--- src/logic/hbdfc_pkg.sv ---
// package of constants and carrier types for the h-bridge direction and fault control
//------------------------------------------------------------------------------
// Overview of operation
// each select input drives one leg, no overlap
// both low: brake, low sides on, discharge
// b selected: high b, low a on
// forward fault: flag low, high b off
// a selected: high a, low b on
// reverse fault: flag low, high a off
// both high: all gates off, coast
// temperature or leg current trip latches fault
// fault turns high sides off, no brake
// fault clears after both low minimum time
// braking standby keeps protections inactive
// sleep after 300 ms braking, low sides on
// equal inputs discharge the soft-start ramp
// active low side switches at 20 kHz
// external ramp clock stays below 20 kHz
// input change aborts ramp at any time; a direct forward/reverse swap leaves the discharge off here
// controller waits before reversing or restarting
// end switch inputs need external debouncing
// no pulses below 1.2V, solid above 4.2V
// leaving low inputs wakes and restarts timer
//------------------------------------------------------------------------------
package hbdfc_pkg;

    // timing
    localparam int unsigned CLK_HZ         = 25_000_000;  // system clock rate
    localparam int unsigned OSC_HZ         = 20_000;      // pwm oscillator rate
    localparam int unsigned OSC_CYC        = CLK_HZ / OSC_HZ;  // 1250 cycles per period
    localparam int unsigned SLEEP_MS       = 300;         // braking time before sleep
    localparam int unsigned SLEEP_CYC      = SLEEP_MS * (CLK_HZ / 1000);
    localparam int unsigned CLEAR_US       = 100;         // least both-low time to clear fault
    localparam int unsigned CLEAR_CYC      = CLEAR_US * (CLK_HZ / 1_000_000);
    // ramp scale: ramp code full range equals 5 V, millivolts per step 5000/256
    localparam int unsigned RAMP_W         = 8;
    localparam int unsigned RAMP_LO_MV     = 1200;        // below: no pulses
    localparam int unsigned RAMP_HI_MV     = 4200;        // above: solid on
    localparam int unsigned RAMP_FS_MV     = 5000;        // full-scale ramp code
    localparam logic [7:0]  RAMP_LO_CODE   = 8'((RAMP_LO_MV * 256) / RAMP_FS_MV);
    localparam logic [7:0]  RAMP_HI_CODE   = 8'((RAMP_HI_MV * 256) / RAMP_FS_MV);
    // reset values
    localparam logic        FAULT_RST      = 1'b0;
    localparam logic        SLEEP_RST      = 1'b0;

    // operating modes from the two select inputs
    typedef enum logic [1:0] {
        HBDFC_BRAKE,
        HBDFC_FWD,
        HBDFC_REV,
        HBDFC_COAST
    } hbdfc_mode_t;

    // four gate drives travel together
    typedef struct packed {
        logic highA;
        logic highB;
        logic lowA;
        logic lowB;
    } hbdfc_gates_t;

    // protection trip inputs
    typedef struct packed {
        logic overTemp;
        logic overCurA;
        logic overCurB;
    } hbdfc_trips_t;

endpackage : hbdfc_pkg

--- src/logic/hbdfc_top.sv ---
// h-bridge direction decoding, fault latch, soft-start and sleep control
`timescale 1ns/10ps
module hbdfc_top
    import hbdfc_pkg::*;
#(
    parameter int unsigned SLEEP_COUNT = SLEEP_CYC,  // braking cycles before sleep
    parameter int unsigned CLEAR_COUNT = CLEAR_CYC   // both-low cycles to clear fault
)(
    input  wire logic              clk,
    input  wire logic              nrst,
    input  wire logic              clkEn,
    input  wire logic              legASelect,     // pin, leg a drive request
    input  wire logic              legBSelect,     // pin, leg b drive request
    input  wire hbdfc_trips_t      trips,          // pins from analog detectors
    input  wire logic [RAMP_W-1:0] rampLevel,      // digitised soft-start ramp
    output hbdfc_gates_t           gates,          // four gate drives
    output logic                   faultFlagOut,   // open-drain flag, driven value
    output logic                   faultFlagOe_n,  // low while pulling the flag low
    output logic                   rampDischarge,  // soft-start reset switch
    output logic                   rampSupplyOn,   // internal ramp supply, off in sleep
    output logic                   sleeping        // low consumption state
);

    //--------------------------------------------------------------------------
    // input synchronisers
    //--------------------------------------------------------------------------
    logic [4:0] syncA_ff;        // first stage, read by second stage only
    logic [4:0] syncB_ff;        // second stage, safe to use
    logic [4:0] nxt_syncA;
    logic [4:0] nxt_syncB;
    logic       selA;
    logic       selB;
    hbdfc_trips_t trip;

    // two flops on every asynchronous pin
    always_comb
    begin
        nxt_syncA = {legASelect, legBSelect, trips};
        nxt_syncB = syncA_ff;
    end

    always_ff @(posedge clk or negedge nrst)
    begin
        if (!nrst)
        begin
            syncA_ff <= 5'h00;
            syncB_ff <= 5'h00;
        end
        else if (clkEn)
        begin
            syncA_ff <= nxt_syncA;
            syncB_ff <= nxt_syncB;
        end
    end

    assign selA = syncB_ff[4];
    assign selB = syncB_ff[3];
    assign trip = hbdfc_trips_t'(syncB_ff[2:0]);

    //--------------------------------------------------------------------------
    // mode decode
    //--------------------------------------------------------------------------
    hbdfc_mode_t mode;

    // a forward of the truth table is leg b high side on
    always_comb
    begin
        case ({selA, selB})
            2'b00:   mode = HBDFC_BRAKE;
            2'b01:   mode = HBDFC_FWD;
            2'b10:   mode = HBDFC_REV;
            2'b11:   mode = HBDFC_COAST;
            default: mode = HBDFC_BRAKE;
        endcase
    end

    //--------------------------------------------------------------------------
    // fault latch and sleep timer
    //--------------------------------------------------------------------------
    logic        fault_ff;       // latched protection trip
    logic        nxt_fault;
    logic [31:0] lowCnt_ff;      // cycles with both selects low
    logic [31:0] nxt_lowCnt;
    logic        sleep_ff;
    logic        nxt_sleep;
    logic        tripNow;

    // protections watch in every mode but brake, coast included; braking current is not monitored
    assign tripNow = (mode != HBDFC_BRAKE) &&
                     (trip.overTemp | trip.overCurA | trip.overCurB);

    always_comb
    begin
        nxt_lowCnt = lowCnt_ff;
        nxt_fault  = fault_ff;
        nxt_sleep  = sleep_ff;
        if (mode != HBDFC_BRAKE)
        begin
            nxt_lowCnt = 32'h0000_0000;
            nxt_sleep  = 1'b0;
        end
        else if (lowCnt_ff < 32'(SLEEP_COUNT))
        begin
            nxt_lowCnt = lowCnt_ff + 32'h0000_0001;
        end
        // clear only after the both-low hold; a trip cannot occur in brake
        if ((mode == HBDFC_BRAKE) && (lowCnt_ff >= 32'(CLEAR_COUNT) - 32'h1))
        begin
            nxt_fault = 1'b0;
        end
        if (tripNow)
        begin
            nxt_fault = 1'b1;
        end
        if ((mode == HBDFC_BRAKE) && (lowCnt_ff >= 32'(SLEEP_COUNT) - 32'h1))
        begin
            nxt_sleep = 1'b1;
        end
    end

    always_ff @(posedge clk or negedge nrst)
    begin
        if (!nrst)
        begin
            fault_ff  <= FAULT_RST;
            lowCnt_ff <= 32'h0000_0000;
            sleep_ff  <= SLEEP_RST;
        end
        else if (clkEn)
        begin
            fault_ff  <= nxt_fault;
            lowCnt_ff <= nxt_lowCnt;
            sleep_ff  <= nxt_sleep;
        end
    end

    //--------------------------------------------------------------------------
    // soft-start pwm
    //--------------------------------------------------------------------------
    logic pwmOn;

    hbdfc_pwm #(
        .PERIOD    (OSC_CYC)
    ) uPwm (
        .clk       (clk),
        .nrst      (nrst),
        .clkEn     (clkEn),
        .rampLevel (rampLevel),
        .pwmOn     (pwmOn)
    );

    //--------------------------------------------------------------------------
    // gate decode and output registers
    //--------------------------------------------------------------------------
    hbdfc_gates_t gates_ff;
    hbdfc_gates_t nxt_gates;
    logic         flagLow_ff;    // pulling the flag low
    logic         nxt_flagLow;
    logic         disch_ff;
    logic         nxt_disch;
    logic         supply_ff;
    logic         nxt_supply;
    logic         faultNow;

    // a fresh trip acts in the same cycle it is latched
    assign faultNow = fault_ff | tripNow;

    // one registered decode; outputs follow a select change on the next edge
    always_comb
    begin
        nxt_gates   = '0;
        nxt_flagLow = 1'b0;
        nxt_disch   = 1'b0;
        case (mode)
            HBDFC_BRAKE:
            begin
                nxt_gates.lowA = 1'b1;
                nxt_gates.lowB = 1'b1;
                nxt_disch      = 1'b1;
            end
            HBDFC_FWD:
            begin
                // low a gated by pwm, high a off: no overlap in leg a
                nxt_gates.lowA  = pwmOn;
                nxt_gates.highB = !faultNow;
                nxt_flagLow     = faultNow;
            end
            HBDFC_REV:
            begin
                nxt_gates.lowB  = pwmOn;
                nxt_gates.highA = !faultNow;
                nxt_flagLow     = faultNow;
            end
            HBDFC_COAST:
            begin
                nxt_disch = 1'b1;
            end
            default:
            begin
                nxt_gates.lowA = 1'b1;
                nxt_gates.lowB = 1'b1;
            end
        endcase
        // fault kills high sides only, never forces a brake
        if (faultNow)
        begin
            nxt_gates.highA = 1'b0;
            nxt_gates.highB = 1'b0;
        end
        // mode change re-evaluates the ramp path immediately
        nxt_supply = !nxt_sleep;
    end

    always_ff @(posedge clk or negedge nrst)
    begin
        if (!nrst)
        begin
            gates_ff   <= '0;
            flagLow_ff <= 1'b0;
            disch_ff   <= 1'b1;
            supply_ff  <= 1'b1;
        end
        else if (clkEn)
        begin
            gates_ff   <= nxt_gates;
            flagLow_ff <= nxt_flagLow;
            disch_ff   <= nxt_disch;
            supply_ff  <= nxt_supply;
        end
    end

    //--------------------------------------------------------------------------
    // outputs
    //--------------------------------------------------------------------------
    assign gates         = gates_ff;
    assign faultFlagOut  = 1'b0;
    assign faultFlagOe_n = !flagLow_ff;
    assign rampDischarge = disch_ff;
    assign rampSupplyOn  = supply_ff;
    assign sleeping      = sleep_ff;

endmodule : hbdfc_top

--- src/logic/hbdfc_pwm.sv ---
// ramp versus sawtooth comparator that gates the active low-side switch
`timescale 1ns/10ps
module hbdfc_pwm
    import hbdfc_pkg::*;
#(
    parameter int unsigned PERIOD = OSC_CYC  // clock cycles per oscillator period
)(
    input  wire logic              clk,
    input  wire logic              nrst,
    input  wire logic              clkEn,
    input  wire logic [RAMP_W-1:0] rampLevel,
    output logic                   pwmOn
);

    //--------------------------------------------------------------------------
    // sawtooth oscillator
    //--------------------------------------------------------------------------
    logic [15:0] sawCnt_ff;      // position inside the period
    logic [15:0] nxt_sawCnt;
    logic        pwmOn_ff;       // comparator result
    logic        nxt_pwmOn;
    logic [RAMP_W-1:0] sawLvl;   // saw mapped onto the ramp scale
    logic [31:0] sawProd;        // wide product, avoids overflow

    // free running count, wraps once per 20 kHz period
    always_comb
    begin
        nxt_sawCnt = (sawCnt_ff >= 16'(PERIOD - 1)) ? 16'h0000 : sawCnt_ff + 16'h0001;
        sawProd    = 32'(sawCnt_ff) * 32'(RAMP_HI_CODE - RAMP_LO_CODE);
        // saw spans low to high threshold so duty runs 0..100 % between them
        sawLvl     = RAMP_W'(32'(RAMP_LO_CODE) + sawProd / 32'(PERIOD));
        if (rampLevel < RAMP_LO_CODE)
        begin
            nxt_pwmOn = 1'b0;
        end
        else if (rampLevel > RAMP_HI_CODE)
        begin
            nxt_pwmOn = 1'b1;
        end
        else
        begin
            nxt_pwmOn = rampLevel > sawLvl;
        end
    end

    // registers only
    always_ff @(posedge clk or negedge nrst)
    begin
        if (!nrst)
        begin
            sawCnt_ff <= 16'h0000;
            pwmOn_ff  <= 1'b0;
        end
        else if (clkEn)
        begin
            sawCnt_ff <= nxt_sawCnt;
            pwmOn_ff  <= nxt_pwmOn;
        end
    end

    assign pwmOn = pwmOn_ff;

endmodule : hbdfc_pwm

--- config.mk ---
export PLATFORM = sky130hd
export DESIGN_NAME = hbdfc_top
export DESIGN_NICKNAME = d
export VERILOG_FILES = /design/src/logic/hbdfc_pkg.sv /design/src/logic/hbdfc_top.sv /design/src/logic/hbdfc_pwm.sv
export SDC_FILE = /design/constraint.sdc
export NUM_CORES = 1
export LEC_CHECK = 0
export ABC_AREA = 1
export BUFFER_PORTS_ARGS = -buffer_cell sky130_fd_sc_hd__buf_2
export CAP_MARGIN = 20
export CELL_PAD_IN_SITES_DETAIL_PLACEMENT = 0
export CELL_PAD_IN_SITES_GLOBAL_PLACEMENT = 2
export CORE_AREA = 2 2 194 196
export DETAILED_ROUTE_END_ITERATION = 7
export DIE_AREA = 0 0 196 198
export GPL_TIMING_DRIVEN = 0
export MAX_ROUTING_LAYER = met4
export PLACE_DENSITY_LB_ADDON = 0.2
export SYNTH_ARGS = -nofsm -noshare
export SYNTH_HDL_FRONTEND = slang
export SYNTH_SLANG_ARGS = --single-unit
--- constraint.sdc ---
create_clock -name clk -period 12.2 [get_ports clk]
set_clock_uncertainty 0.1 [all_clocks]
set_input_delay 1.22 -clock clk [delete_from_list [all_inputs] [get_ports clk]]
set_output_delay 1.22 -clock clk [all_outputs]
set_load 0.005 [all_outputs]
* After elaboration in Yosys (flattened, before gate mapping)
Index checks and enable logic that the tools add are counted.
Storage, ports and cells: logic and storage cells 67, output and inout port bits 9, bits in registers 68, input bits 16
Cells by class: divide/modulo/power cells 1, reductions and logical operators 15, eq/ne operators 6, add/sub/neg operators 3, bitwise logic cells 3, $mul 1, multiplexer cells 17, magnitude comparators 7
Operators with widths (number):
- 32-bit 2-to-1 mux | 2
- 32-bit by 1-bit adder with 32-bit output, second input constant | 1
- 24-bit by 11-bit divider with 32-bit output, second input constant | 1
- 32-bit by 12-bit >= comparator with 1-bit output, second input constant | 1
- 32-bit by 23-bit >= comparator with 1-bit output, second input constant | 1
- 32-bit by 23-bit < comparator with 1-bit output, second input constant | 1
- 16-bit by 7-bit multiplier with 23-bit output, second input constant | 1
- 16-bit by 1-bit adder with 16-bit output, second input constant | 1
- 16-bit by 11-bit >= comparator with 1-bit output, second input constant | 1
- 16-bit 2-to-1 mux | 1
- 1-bit 2-to-1 mux | 10
- 6-bit by 8-bit adder with 8-bit output, first input constant | 1
- 2-bit equality test, second input constant | 4
- 8-bit > comparator | 1
- 8-bit > comparator, second input constant | 1
- 8-bit by 6-bit < comparator with 1-bit output, second input constant | 1
- 2-bit one-hot mux with 4 select lines | 1
- 2-bit nonzero test | 3
- 2-bit by 1-bit equality test with 1-bit output, second input constant | 2
- 2-bit zero test | 2
- 1-bit one-hot mux with 2 select lines | 2
- 2-bit AND reduction | 2
- 2-bit OR reduction | 2
- 1-bit logical AND | 3
- 3 further kinds | 7

* Logic depth before layout (Yosys ltp)
depth after elaboration 8, gate-level depth with buffers 131, gate-level depth less buffers 128

* By module
Synthesis repeated with hierarchy kept, for this count alone.
Second synthesis, totals: cells, all modules 1952, area, all modules 12436.9 µm²
By module, submodules not included:
- hbdfc_pwm | instances 1, area each 9515.4 µm², sequential area each 425.4 µm², cells each 1546
- hbdfc_top | instances 1, area each 2921.6 µm², sequential area each 1278.7 µm², cells each 406

* Worst setup path after synthesis
No wires, ideal clock.
path kind reg2reg, start point register uPwm.sawCnt_ff[11], end point register uPwm.pwmOn_ff (netlist: uPwm.pwmOn), path buffers 5, stages on the path, launching flop included 111, period minus slack after synthesis 13.227 ns, arrival 12.988 ns, path slack -1.027 ns, setup time 0.139 ns, cells stage by stage dfrtp_1 inv_1 ha_1 inv_1 ha_1 fa_1 inv_1 fa_1 inv_1 ha_1 nand2_2 inv_2 a21oi_1 nor2_1 nor2_2 nand2_1 nand2_1 nand2_4 [... 75 more ...] nand3_4 nand2_1 nand2_1 nand2_1 a21oi_1 nand2_2 ha_1 inv_1 nand3_1 xnor2_1 ha_1 nand2_1 nor2_1 nand3_1 nor2_1 o21ai_0 o311ai_0 o21ai_0
On the way: word-level cells in the longest chain between the ends 6
Ends and longest elaborated chain:
- from (decl) | RTL line hbdfc_pwm.sv:18 | logic [15:0] sawCnt_ff;
- from (signal assigned) | RTL line hbdfc_pwm.sv:56 | sawCnt_ff <= nxt_sawCnt;
- 16-bit by 7-bit multiplier with 23-bit output | RTL line hbdfc_pwm.sv:29 | sawProd = 32'(sawCnt_ff) * 32'(RAMP_HI_CODE - RAMP_LO_CODE);
- 24-bit by 11-bit divider with 32-bit output | RTL line hbdfc_pwm.sv:31 | sawLvl = RAMP_W'(32'(RAMP_LO_CODE) + sawProd / 32'(PERIOD));
- 6-bit by 8-bit adder with 8-bit output | RTL line hbdfc_pwm.sv:31
- 8-bit > comparator | RTL line hbdfc_pwm.sv:42 | nxt_pwmOn = rampLevel > sawLvl;
- 1-bit 2-to-1 mux | RTL line hbdfc_pwm.sv:36 | else if (rampLevel > RAMP_HI_CODE)
- 1-bit 2-to-1 mux | RTL line hbdfc_pwm.sv:32 | if (rampLevel < RAMP_LO_CODE)
- to (signal assigned) | RTL line hbdfc_pwm.sv:57 | pwmOn_ff <= nxt_pwmOn;
- to (decl) | RTL line hbdfc_pwm.sv:20 | logic pwmOn_ff;
Every way passes these cells. A chain may end at the register's enable or synchronous reset.

* Final worst setup path
Same ends and word-level chain as after synthesis.

==> results <==
- The worst setup path is captured at a flop.
- The cell count after synthesis is around 1800.
- The site row count is just over 70.
- Together, buffers and inverters on the worst path number 18.
- The worst slew margin relative to its limit is between 40% and 50%.
- The root buffer selected by CTS is sky130_fd_sc_hd__clkbuf_16.
- The number of enable flip-flop cells after synthesis is 0.
- From synthesis to final layout, the design area changed by 36.2%.
- The most repeated library cell on the critical path is sky130_fd_sc_hd__nand2_4.
- The total overflow left after global routing is 0.
- The core area is ~0.037 mm².
- The netlist area before placement is between 0.01 and 0.015 mm².
- Of all cell types, the one taking the most synthesized area is sky130_fd_sc_hd__nand2_1.
- The fraction of post-synthesis cell area in the top cell type by area is between 10% and 20%.
- In the synthesized netlist the dominant register cell turns out to be sky130_fd_sc_hd__dfrtp_1.
- The vertical die dimension is slightly below 200 µm.
- The sequential area share after synthesis is between 10% and 20%.
- For the worst setup path, the data required time is between 10000 and 15000 ps.
- The tool flagged a number of max-cap violations equal to 0.
- Counting the buffers created by CTS gives 9.
- The initial utilization of the core area, before any placement, comes to 33.4%.
- The global router's overall resource usage is 16.5%.
- The share of cells above drive strength 1 is between 40% and 50%.
- After the first detailed-routing iteration, the DRC count stood at about 340.
- The worst-case register-to-register setup slack is -1890 ps.
- The clock latency reported for the late side of the worst-skew pair is about 330 ps.
- The routed design has between 30000 and 40000 µm of wire.
- The initial antenna violation count is 0.
- The floorplan step defined a die boundary enclosing just under 0.04 mm².
- The first global-routing pass estimated approximately 53000 µm of wire.
- The number of inserted diodes is 0.
- The number of synthesized register bits is 68.
- The hold violation count in the final report is 0.
- In the final routed layout, each cell accounts on average for between 10 and 15 µm.
- In the finished design, the share of the clock period the worst path needs comes to 115%.
- The worst-margin pin slew is about 850 ps.
- The via count of the first global-routing pass is between 10000 and 15000.
- The min-delay analysis places its worst path in the category flop to flop.
- No sink is reached through more buffers than the 2 on the longest clock path.
- The weighted congestion reported at the end of routability-driven placement is slightly below 0.8.
- Derived from the worst setup path, the maximum achievable clock frequency is 71.0 MHz.
- The number of hold buffers added after CTS was 0.
- The remaining routing DRC violations is 0.
- The HPWL after detailed placement is roughly 24000 µm.
- The average instance in the mapped netlist occupies approximately 6.8 µm².
- After filler insertion, the fill cell instance count of the layout stands at 3842.
- The checks that failed: negative setup slack.
- The maximum number of pins on one net before global-route repair is 57.
- When the netlist entered floorplanning its net count stood at slightly below 2000.
- Setup repair after global routing could not meet its margin everywhere.
- The Yosys warning count is 0.
- The kind of cell adding the most delay to the critical path is simple AND/OR/NAND/NOR gates.
- The type of element launching the critical path is a flop.
- The routed design could run at a clock period as short as 14090 ps.
- The post-detailed-route count of antenna-violating nets is 0.
- The data arrival at the endpoint of the critical path is between 10000 and 15000 ps.
- The kind of critical path is flop to flop.
- The level count of the clock H-tree is 3.
- In this run the count of I/O pins placed on the die edge is 25.
- Among all stages on the critical path, the largest delay is contributed by sky130_fd_sc_hd__fa_1.
- The first detailed-routing pass ran for 5 iterations.
- The library cell used most frequently in the layout, excluding fill and tap cells, is sky130_fd_sc_hd__nand2_1.
- The TritonCTS clock tree is done.
- For this design, the sink count on the clock tree is 68.
- The flow ran to the end, but the final reports show violations.
- The die is 196 µm wide.
- The clock transition at the register clock pins on the worst setup and hold paths after CTS is 60 ps.
- Ranked by total cell area, the synthesized netlist is headed by sky130_fd_sc_hd__nand2_1 (14%), sky130_fd_sc_hd__dfrtp_1 (13%), sky130_fd_sc_hd__nand2_4 (8.6%), sky130_fd_sc_hd__ha_1 (8.4%), sky130_fd_sc_hd__inv_1 (8.3%).
- The final max-slew violation count is 0.
- On the worst path, the slowest cell contributes a delay of ~500 ps.
- The distinct cell type count of the synthesized netlist is 63.
- The number of endpoints failing setup at the final stage is 1.
- The number of vias in the routed layout is roughly 12000.
- Counting flops with an async set or reset pin after synthesis yields a share of between 90% and 100%.
- In the routed layout, each cell is associated on average with a via count of 4.63.
- In the layout the commonest cells are sky130_fd_sc_hd__nand2_1 (364), sky130_fd_sc_hd__inv_1 (251), sky130_fd_sc_hd__buf_4 (168).
- In this run the worst path has a maximum fanout of 8.
- The setup slack at placement is -3240 ps.
- The port buffer count is 23.
- In the final design database the tool counted about 2200 nets.
- After layout, the worst setup slack is -1890 ps.
cell type report:
class                           count  area, µm²  area share, %
Tap cell                          474        593           3.53
Clock buffer                       13        240           1.43
Buffer                             14        149          0.887
Timing Repair Buffer              217       1770           10.6
Inverter                          307       1210           7.22
Multi-Input combinational cell   1439      11100           66.0
Sequential cell                    68       1720           10.2
Clock inverter                      3       15.0         0.0895
cells in the mapped netlist (8+ instances only):
| cell type | number |
|---|---|
| sky130_fd_sc_hd__a21oi_1 | 42 |
| sky130_fd_sc_hd__nand3b_1 | 9 |
| sky130_fd_sc_hd__inv_2 | 23 |
| sky130_fd_sc_hd__ha_1 | 83 |
| sky130_fd_sc_hd__dfrtp_1 | 66 |
| sky130_fd_sc_hd__nand4_1 | 33 |
| sky130_fd_sc_hd__nor3_1 | 28 |
| sky130_fd_sc_hd__xnor2_1 | 13 |
| sky130_fd_sc_hd__nand2_2 | 131 |
| sky130_fd_sc_hd__nor2_4 | 26 |
| sky130_fd_sc_hd__xor2_1 | 34 |
| sky130_fd_sc_hd__inv_1 | 272 |
| sky130_fd_sc_hd__nand3_1 | 156 |
| sky130_fd_sc_hd__a21oi_2 | 8 |
| sky130_fd_sc_hd__nand3_2 | 27 |
| sky130_fd_sc_hd__nor2_1 | 130 |
| sky130_fd_sc_hd__nand2_4 | 94 |
| sky130_fd_sc_hd__o21ai_0 | 39 |
| sky130_fd_sc_hd__nand2_1 | 445 |
| sky130_fd_sc_hd__fa_1 | 24 |
| sky130_fd_sc_hd__a21oi_4 | 9 |
| sky130_fd_sc_hd__o21ai_1 | 9 |
| sky130_fd_sc_hd__nor2_2 | 30 |
kinds of logic (layout without fill, tap and decap cells):
group	Yosys count	in the layout	synth area share (%)
AOI/OAI and AO/OA	136	136	7.38
xor gates and xnor gates	48	48	3.47
adders and majority gates	107	107	12.3
buffers and inverters	321	554	10.8
DFF	68	68	13.8
other	1	1	0.0304
and+or+nand+nor	1139	1147	52.2
worst paths after layout:
| path | start | end | depth (start not counted) |
|---|---|---|---|
| max | uPwm.sawCnt_ff[11] | uPwm.pwmOn | 114 |
| min | rampSupplyOn | rampSupplyOn | 2 |
| max reg2reg | uPwm.sawCnt_ff[11] | uPwm.pwmOn | 114 |
| min reg2reg | rampSupplyOn | rampSupplyOn | 2 |
| max in group asynchronous | nrst | rampSupplyOn | 2 |
| min in group asynchronous | nrst | lowCnt_ff[14] | 1 |
routing by layer:
layer / vias up / share of wire, % / global-route usage [%]
met4: 0 / 0.92 / 2.58
met5: - / 0 / -
met1: 5401 / 49 / 21.8
met2: 65 / 49 / 28.5
li1: 6250 / - / -
met3: 21 / 1.0 / 0.886
tightest hold or removal path, stage by stage (launching register included):
cell and delay [ps]:
sky130_fd_sc_hd__dfstp_2 360, sky130_fd_sc_hd__nand2_1 50, sky130_fd_sc_hd__nand2_1 50
stage by stage:
stage / hold slack, ps / TNS (ps) / cells / util [%] / cell area [µm²]
after floorplan: 342 / -763 / 1820 / - / 12500
after global placement: 358 / -3290 / 2317 / 35.7 / 13200
after detailed placement: 361 / -3240 / 2318 / 35.8 / 13200
after CTS: 370 / -2230 / 2421 / 39.7 / 14700
after global routing: 387 / -2890 / 2535 / 45.4 / 16800
final: 366 / -1890 / 2535 / 45.4 / 16800
what timing repair did:
item | in CTS | in global routing
gates cloned | 9 | 2
gates resized for setup | 97 | 277
setup buffers | 78 | 114
pin swaps | 80 | 217
endpoints found under the setup margin | 1 | 1
state kept, by name, indices dropped and copies added, names as in the netlist:
signal          flops
fault_ff            1
flagLow_ff          1
gates               4
lowCnt_ff          32
nxt_syncB           5
rampDischarge       1
rampSupplyOn        1
sleeping            1
syncB_ff            5
uPwm.pwmOn          1
uPwm.sawCnt_ff     16
Power is left out: the tool's default activity adds up to more than one toggle a clock period on the data nets, which glitch-free logic cannot reach.
